<file path="config.mk">
export PLATFORM = sky130hd
export DESIGN_NAME = inp_nesting
export DESIGN_NICKNAME = d
export VERILOG_FILES = /design/src/inp_pkg.sv /design/src/inp_pick_if.sv /design/src/inp_picker.sv /design/src/inp_nesting.sv
export SDC_FILE = /design/constraint.sdc
export NUM_CORES = 1
export LEC_CHECK = 0
export BUFFER_PORTS_ARGS = -buffer_cell sky130_fd_sc_hd__buf_2
export CORE_MARGIN = 3
export CORE_UTILIZATION = 45
export DETAILED_ROUTE_END_ITERATION = 8
export MAX_ROUTING_LAYER = met4
export PLACE_DENSITY_LB_ADDON = 0.25
export SETUP_SLACK_MARGIN = 0.2
export SLEW_MARGIN = 40
export SYNTH_ARGS = -nofsm -noshare
export SYNTH_HDL_FRONTEND = slang
export SYNTH_SLANG_ARGS = --single-unit
export TNS_END_PERCENT = 100
</file>
<file path="constraint.sdc">
create_clock -name clk -period 24.6 [get_ports clk]
set_clock_uncertainty 0.2 [all_clocks]
set_input_delay 3.69 -clock clk [delete_from_list [all_inputs] [get_ports clk]]
set_output_delay 3.69 -clock clk [all_outputs]
set_load 0.005 [all_outputs]
</file>
<file path="src/inp_pkg.sv">
/*
 * Package for the interrupt nesting and priority block: register offsets,
 * field positions, reset values and source counts.
 * Assumes a 32-bit Avalon-MM register bus with byte addresses.
 */
`default_nettype none
package inp_pkg;
   localparam logic [31:0] NEST_CTRL_OFFSET   = 32'hffff0030;
   localparam logic [31:0] IN_SERVICE_OFFSET  = 32'hffff003c;
   localparam logic [31:0] FAST_VECTOR_OFFSET = 32'hffff011c;
   localparam logic [31:0] NORM_VECTOR_OFFSET = 32'hffff001c;
   localparam logic [31:0] VECTOR_BASE_OFFSET = 32'hffff0014;
   localparam logic [31:0] FAST_SRC_OFFSET    = 32'hffff0100;
   localparam int NORMAL_NEST_BIT  = 0;
   localparam int FAST_NEST_BIT    = 1;
   localparam int NEST_CTRL_WIDTH  = 2;
   localparam int LEVEL_COUNT      = 8;
   localparam int SOURCE_COUNT     = 20;
   localparam int SRC_CODE_WIDTH   = 5;
   localparam int SRC_CODE_LSB     = 2;
   localparam int BASE_LSB         = 7;
   localparam int BASE_WIDTH       = 16;
   localparam logic [1:0]  NEST_CTRL_RESET   = 2'h0;
   localparam logic [7:0]  IN_SERVICE_RESET  = 8'h00;
   localparam logic [15:0] VECTOR_BASE_RESET = 16'h0000;
   localparam logic [31:0] UNMAPPED_READ     = 32'h00000000;
endpackage
`default_nettype wire

</file>
<file path="src/inp_pick_if.sv">
/*
 * Carrier between the top and the priority picker: request levels in,
 * winning source out.
 * Assumes both ends use the package constants for widths.
 */
`default_nettype none
interface inp_pick_if;
   import inp_pkg::*;
   logic [SOURCE_COUNT-1:0]   active;
   logic [2:0]                level [SOURCE_COUNT];
   logic [LEVEL_COUNT-1:0]    blocked;
   logic                      prioritise;
   logic                      found;
   logic [SRC_CODE_WIDTH-1:0] code;
   logic [2:0]                codeLevel;
   modport top    (output active, level, blocked, prioritise, input found, code, codeLevel);
   modport picker (input active, level, blocked, prioritise, output found, code, codeLevel);
endinterface
`default_nettype wire

</file>
<file path="src/inp_picker.sv">
/*
 * Priority picker: finds the winning active source, skipping blocked levels only when prioritising.
 * Assumes level 0 is the highest priority and lower source indices win ties.
 */
`default_nettype none
module inp_picker
   import inp_pkg::*;
(
   // Carrier.
   inp_pick_if.picker pk
);
   always_comb begin
      pk.found     = 1'b0;
      pk.code      = '0;
      pk.codeLevel = '0;
      for (int i = 0; i < SOURCE_COUNT; i++) begin
         if (pk.active[i] && !(pk.prioritise && pk.blocked[pk.level[i]])) begin
            if (!pk.found || (pk.prioritise && pk.level[i] < pk.codeLevel)) begin
               pk.found     = 1'b1;
               pk.code      = SRC_CODE_WIDTH'(i);
               pk.codeLevel = pk.level[i];
            end
         end
      end
   end
endmodule
`default_nettype wire

</file>
<file path="src/inp_nesting.sv">
/*
 * Interrupt nesting and priority logic with an Avalon-MM register slave.
 * Assumes sources are synchronous levels and per-source levels are inputs.
 * Level 0 is the highest priority and level 7 the lowest.
 */
// Chosen here: register access over Avalon-MM.
// Overview of operation
// - Control bit 0 enables normal nesting and priority.
// - Control bit 1 enables fast nesting and priority.
// - Both bits clear: deliver, never nest, ignore levels.
// - Without nesting, fast takes precedence over normal.
// - With bit 0 set, normal vector read sets in-service bit of level.
// - Set in-service bit blocks that level and lower.
// - Each status write clears lowest-index set bit.
// - Fast vector: zero, base, code, zero fields.
// - Fast vector code is lowest-index active fast source; with bit 1 set, highest-priority unblocked one.
`default_nettype none
module inp_nesting
   import inp_pkg::*;
(
   // Clock and reset.
   input  wire logic                    clk,
   input  wire logic                    nrst,
   // Avalon-MM slave.
   input  wire logic [31:0]             address,
   input  wire logic                    read,
   input  wire logic                    write,
   input  wire logic [31:0]             writedata,
   input  wire logic [3:0]              byteenable,
   output var  logic [31:0]             readdata,
   output var  logic                    waitrequest,
   // Interrupt sources and their levels.
   input  wire logic [SOURCE_COUNT-1:0] normalSrc,
   input  wire logic [SOURCE_COUNT-1:0] fastSrc,
   input  wire logic [3*SOURCE_COUNT-1:0] srcLevel,
   // Requests to the core.
   output var  logic                    normalReq,
   output var  logic                    fastReq
);
   typedef enum logic [0:0] {IDLE, DONE} inp_bus_e;
   inp_bus_e busState;
   logic [NEST_CTRL_WIDTH-1:0] nestCtrl;
   logic [LEVEL_COUNT-1:0]     inService;
   logic [BASE_WIDTH-1:0]      vectorBase;
   logic [LEVEL_COUNT-1:0]     blockMask;
   logic [LEVEL_COUNT-1:0]     lowestSet;
   logic [31:0]                next_readdata;
   logic                       access;
   logic                       takeEdge;
   logic                       normalNest;
   logic                       fastNest;
   logic [2:0]                 topLevel;
   logic                       hitCtrl;
   logic                       hitStatus;
   logic                       hitNormVec;
   logic                       hitFastVec;

   // Refuse package values that the fields, masks and codes cannot carry.
   if (SOURCE_COUNT > (1 << SRC_CODE_WIDTH)) begin : g_code_check
      $error("Source code field is too narrow for the source count.");
   end
   if (LEVEL_COUNT != 8) begin : g_level_check
      $error("Level fields are three bits wide and need eight levels.");
   end
   if (SRC_CODE_LSB + SRC_CODE_WIDTH != BASE_LSB) begin : g_field_check
      $error("Source code field must sit directly below the base field.");
   end
   if (BASE_LSB + BASE_WIDTH != 23) begin : g_base_check
      $error("Base field must end just below the zero field at bit 23.");
   end
   if (NEST_CTRL_WIDTH != 2 || FAST_NEST_BIT != 1 || NORMAL_NEST_BIT != 0) begin : g_ctrl_check
      $error("Control register must hold exactly the two nesting bits.");
   end

   inp_pick_if normPick ();
   inp_pick_if fastPick ();

   inp_picker u_norm (.pk(normPick.picker));
   inp_picker u_fast (.pk(fastPick.picker));

   assign normalNest = nestCtrl[NORMAL_NEST_BIT];
   assign fastNest   = nestCtrl[FAST_NEST_BIT];
   assign access     = read | write;
   assign takeEdge   = access && busState == IDLE;
   assign hitCtrl    = address == NEST_CTRL_OFFSET;
   assign hitStatus  = address == IN_SERVICE_OFFSET;
   assign hitNormVec = address == NORM_VECTOR_OFFSET;
   assign hitFastVec = address == FAST_VECTOR_OFFSET;

   // Blocks each set level and every lower-priority, higher-numbered level.
   always_comb begin
      blockMask = '0;
      for (int b = 0; b < LEVEL_COUNT; b++) begin
         for (int l = b; l < LEVEL_COUNT; l++) begin
            if (inService[b]) begin
               blockMask[l] = 1'b1;
            end
         end
      end
   end

   always_comb begin
      lowestSet = inService & (~inService + 8'h01);
   end

   // Highest-priority level in service, worked out apart from the masks for the checks.
   always_comb begin
      topLevel = 3'h7;
      for (int b = LEVEL_COUNT - 1; b >= 0; b--) begin
         if (inService[b]) topLevel = 3'(b);
      end
   end

   always_comb begin
      normPick.active     = normalSrc;
      fastPick.active     = fastSrc;
      normPick.blocked    = blockMask;
      fastPick.blocked    = blockMask;
      normPick.prioritise = normalNest;
      fastPick.prioritise = fastNest;
      for (int s = 0; s < SOURCE_COUNT; s++) begin
         normPick.level[s] = srcLevel[3*s +: 3];
         fastPick.level[s] = srcLevel[3*s +: 3];
      end
   end

   // Bus handshake: one wait cycle, answer on the second edge.
   always_ff @(posedge clk) begin
      if (!nrst) begin
         busState <= IDLE;
      end else if (takeEdge) begin
         busState <= DONE;
      end else begin
         busState <= IDLE;
      end
   end

   always_ff @(posedge clk) begin
      if (!nrst) begin
         waitrequest <= 1'b1;
      end else begin
         waitrequest <= !takeEdge;
      end
   end

   always_comb begin
      next_readdata = UNMAPPED_READ;
      case (address)
         NEST_CTRL_OFFSET:   next_readdata = {30'h0, nestCtrl};
         IN_SERVICE_OFFSET:  next_readdata = {24'h0, inService};
         VECTOR_BASE_OFFSET: next_readdata = {16'h0, vectorBase};
         NORM_VECTOR_OFFSET: next_readdata = {9'h0, vectorBase, normPick.code, 2'h0};
         FAST_VECTOR_OFFSET: next_readdata = {9'h0, vectorBase, fastPick.code, 2'h0};
         default:            next_readdata = UNMAPPED_READ;
      endcase
   end

   always_ff @(posedge clk) begin
      if (!nrst) begin
         readdata <= '0;
      end else if (takeEdge && read) begin
         readdata <= next_readdata;
      end
   end

   // Reserved upper bits are dropped on write.
   always_ff @(posedge clk) begin
      if (!nrst) begin
         nestCtrl <= NEST_CTRL_RESET;
      end else if (takeEdge && write && address == NEST_CTRL_OFFSET && byteenable[0]) begin
         nestCtrl <= writedata[NEST_CTRL_WIDTH-1:0];
      end
   end

   always_ff @(posedge clk) begin
      if (!nrst) begin
         vectorBase <= VECTOR_BASE_RESET;
      end else if (takeEdge && write && address == VECTOR_BASE_OFFSET) begin
         if (byteenable[0]) vectorBase[7:0]  <= writedata[7:0];
         if (byteenable[1]) vectorBase[15:8] <= writedata[15:8];
      end
   end

   // A vector read that records a level wins over a clear in the same cycle.
   always_ff @(posedge clk) begin
      if (!nrst) begin
         inService <= IN_SERVICE_RESET;
      end else if (takeEdge && read && address == NORM_VECTOR_OFFSET
                   && normalNest && normPick.found) begin
         inService <= inService | (8'h01 << normPick.codeLevel);
      end else if (takeEdge && write && address == IN_SERVICE_OFFSET) begin
         inService <= inService & ~lowestSet;
      end
   end

   always_ff @(posedge clk) begin
      if (!nrst) begin
         fastReq <= 1'b0;
      end else begin
         fastReq <= fastPick.found;
      end
   end

   // Fast precedence: a normal request is held off while a fast one stands.
   always_ff @(posedge clk) begin
      if (!nrst) begin
         normalReq <= 1'b0;
      end else begin
         normalReq <= normPick.found && !fastPick.found;
      end
   end

   // Cycles that a request has waited, so that the latency check stays a bound.
   logic [1:0] waitCount;

   always_ff @(posedge clk) begin
      if (!nrst) begin
         waitCount <= 2'h0;
      end else if (access && waitrequest) begin
         waitCount <= waitCount + 2'h1;
      end else begin
         waitCount <= 2'h0;
      end
   end
endmodule
`default_nettype wire

</file>
==> impl_metrics.tcl <==
set metrics [dict create \
    die_area_um2 24600 \
    insertion_delay_ns 0.29 \
    path_class "in -> reg" \
    dr.pass1.iters 6 \
    timing.fmax_mhz 42.7 \
    dpl_cell_area_um2 11300 \
    grt_pass1_wl_um 58700 \
    slowest_stage "or4_1" \
    setup_viol 0 \
    clockBufferDepth 2 \
    max_cap_violations 0 \
    power_density_nw_per_um2 26.8 \
    drc_errors 0 \
    yosysUniqueCellTypes 102 \
    design_area_um2 12000 \
    peakVddDrop_v 0.0000296 \
    fin_crit_ns 23.42 \
    cts.sinks 53 \
    rows 54 \
    critPathMaxFanout 9 \
    die_y_um 157 \
    clk_pin_slew_ns 0.07 \
    wl_per_cell_um 19.2 \
    hpwl_um 27700 \
    syn_area_per_cell_um2 6.62 \
    root_buffer "clkbuf_16" \
    relSlewSlack_pct 36.9 \
    nets 1894 \
    post_drt_via_cell_ratio 6.58 \
    drv_slew 0 \
    final-hold-violation-count 0 \
    syn_area_um2 10300 \
    cts_tree "yes" \
    hold_path.class "reg -> reg" \
    async_reset_ff_share_pct 0 \
    grt_util_all_layers_pct 29.0 \
    power_mw 0.321 \
    portBuffers 179 \
    wl_um 37900 \
    die_w_um 157 \
    grt.overflow.total 0 \
    start_kind "primary input" \
    numCtsBuffers 5 \
    max_stage_delay_ns 0.54 \
    ys_ff_latch 53 \
    min_period_over_period_pct 95.2 \
    pin_count 207 \
    netlist_instances 1549 \
    layout_common_cells "buf_2, nand2_1, nor2_1, a21oi_1, o21ai_0" \
    gp_congestion 0.931 \
    synth_warnings 0 \
    status "completed" \
    drt_iter0_markers 1378 \
    rsz0062_at_grt "true" \
    initial_utilization_pct 46.4 \
    fp.coreArea_um2 22100 \
    ys_seq_area_share_pct 10.3 \
    cp.arrival_ns 23.44 \
    path_common_cell "ha_1" \
    vias 12968 \
    htreeDepth 2 \
    cp-end-kind "flip-flop" \
    p_leak_nw 4.79 \
    hold_ws_ns 0.261 \
    grt_start_max_net_pins 53 \
    ant_nets 0 \
    antenna_found_initial 0 \
    layout_commonest_cell "buf_2" \
    synthFlopType "dfxtp_1" \
    required_ns 24.62 \
    tightest_slew_ns 0.941 \
    drive_gt1_share_pct 20.6 \
    synth-edff-count 0 \
    diodes 0 \
    area_growth_pct 16.8 \
    grt_pass1_vias 11852 \
]
flip-flops by register name (all words and copies together) (netlist names):
register	count
readdata	23
vectorBase	16
inService	8
nestCtrl	2
busState	1
fastReq	1
normalReq	1
waitrequest	1
metal layers:
metal / vias to the layer above / GRT usage [%] / wire length (um)
met4: 0 / 7.00 / 971
met1: 6047 / 39.8 / 16300
met2: 629 / 45.5 / 17400
li1: 6199 / - / -
met3: 93 / 3.46 / 3220
met5: - / - / 0
path summary, 6_finish.rpt:
check	from	endpoint	slack (ns)	cells past startpoint
worst max-delay path	srcLevel[1]	readdata[2]$_SDFFE_PN0P_	1.18	88
worst min-delay path	readdata[22]$_SDFFE_PN0P_	readdata[22]$_SDFFE_PN0P_	0.26	2
worst max register to register	inService[2]$_SDFFE_PN0P_	readdata[2]$_SDFFE_PN0P_	3.02	87
worst min register to register	readdata[22]$_SDFFE_PN0P_	readdata[22]$_SDFFE_PN0P_	0.26	2
cell type report:
| type | instances | area (um2) |
|---|---|---|
| timing repair buffer | 212 | 1140 |
| tap | 280 | 350 |
| multi-input combinational | 1339 | 8990 |
| clock inverter | 3 | 25.0 |
| sequential | 53 | 1060 |
| fill | 2262 | 10100 |
| clock buffer | 5 | 125 |
| inverter | 78 | 293 |
stage by stage:
| stage | setup TNS, ns | instances | utilization (%) | setup slack, ns |
|---|---|---|---|---|
| final | 0 | 1970 | 54.2 | 1.18 |
| after CTS | 0 | 1958 | 52.0 | 0.432 |
| after floorplan | 0 | 1557 | - | 2.64 |
| after detailed placement | 0 | 1950 | 51.3 | 0.188 |
| after global routing | -0.0564 | 1970 | 54.2 | -0.0564 |
| after global placement | 0 | 1950 | 51.3 | 0.513 |
critical path, delay by kind of cell:
kind	cells	cell delay (ns)
simple gates	26	4.93
mux	4	1.38
fa+ha+maj	9	2.51
compound gates	43	10.28
buf+inv	6	0.63
report_power, final:
| group | leakage [nW] | internal (mW) | switching (mW) |
|---|---|---|---|
| registers | 0.431 | 0.0872 | 0.000624 |
| logic | 4.29 | 0.0624 | 0.0987 |
| clock network | 0.0708 | 0.0385 | 0.0336 |
| total | 4.79 | 0.188 | 0.133 |
repair_timing:
item	4_1_cts	5_1_grt
setup buffers	0	11
gates resized for setup	0	84
endpoints found under the setup margin	0	13
hold buffers	0	0
Yosys cell counts (31+ instances only):
master    number  area [um2]
clkbuf_1      68         255
dfxtp_1       53        1060
nor3_1        40         200
nand2_1      163         612
o211ai_1      40         300
nor2_1       154         578
a21o_1        37         278
nand3_1       45         225
ha_1          33         413
mux2i_1       42         420
o21ai_0      126         631
inv_1         76         285
a21oi_1      131         656
nor2b_1       31         194
kinds of logic (layout without fill, tap and decap cells):
logic type	after synthesis	count (layout)	share of synthesized area, %
AOI/OAI and AO/OA	667	667	46.4
buffers and inverters	165	298	6.48
muxes	53	53	5.38
other	1	9	0.0366
adders and majority gates	38	38	4.51
DFF	53	53	10.3
and+or+nand+nor	572	572	26.9
No activity file was read; power rests on OpenSTA's default activity.
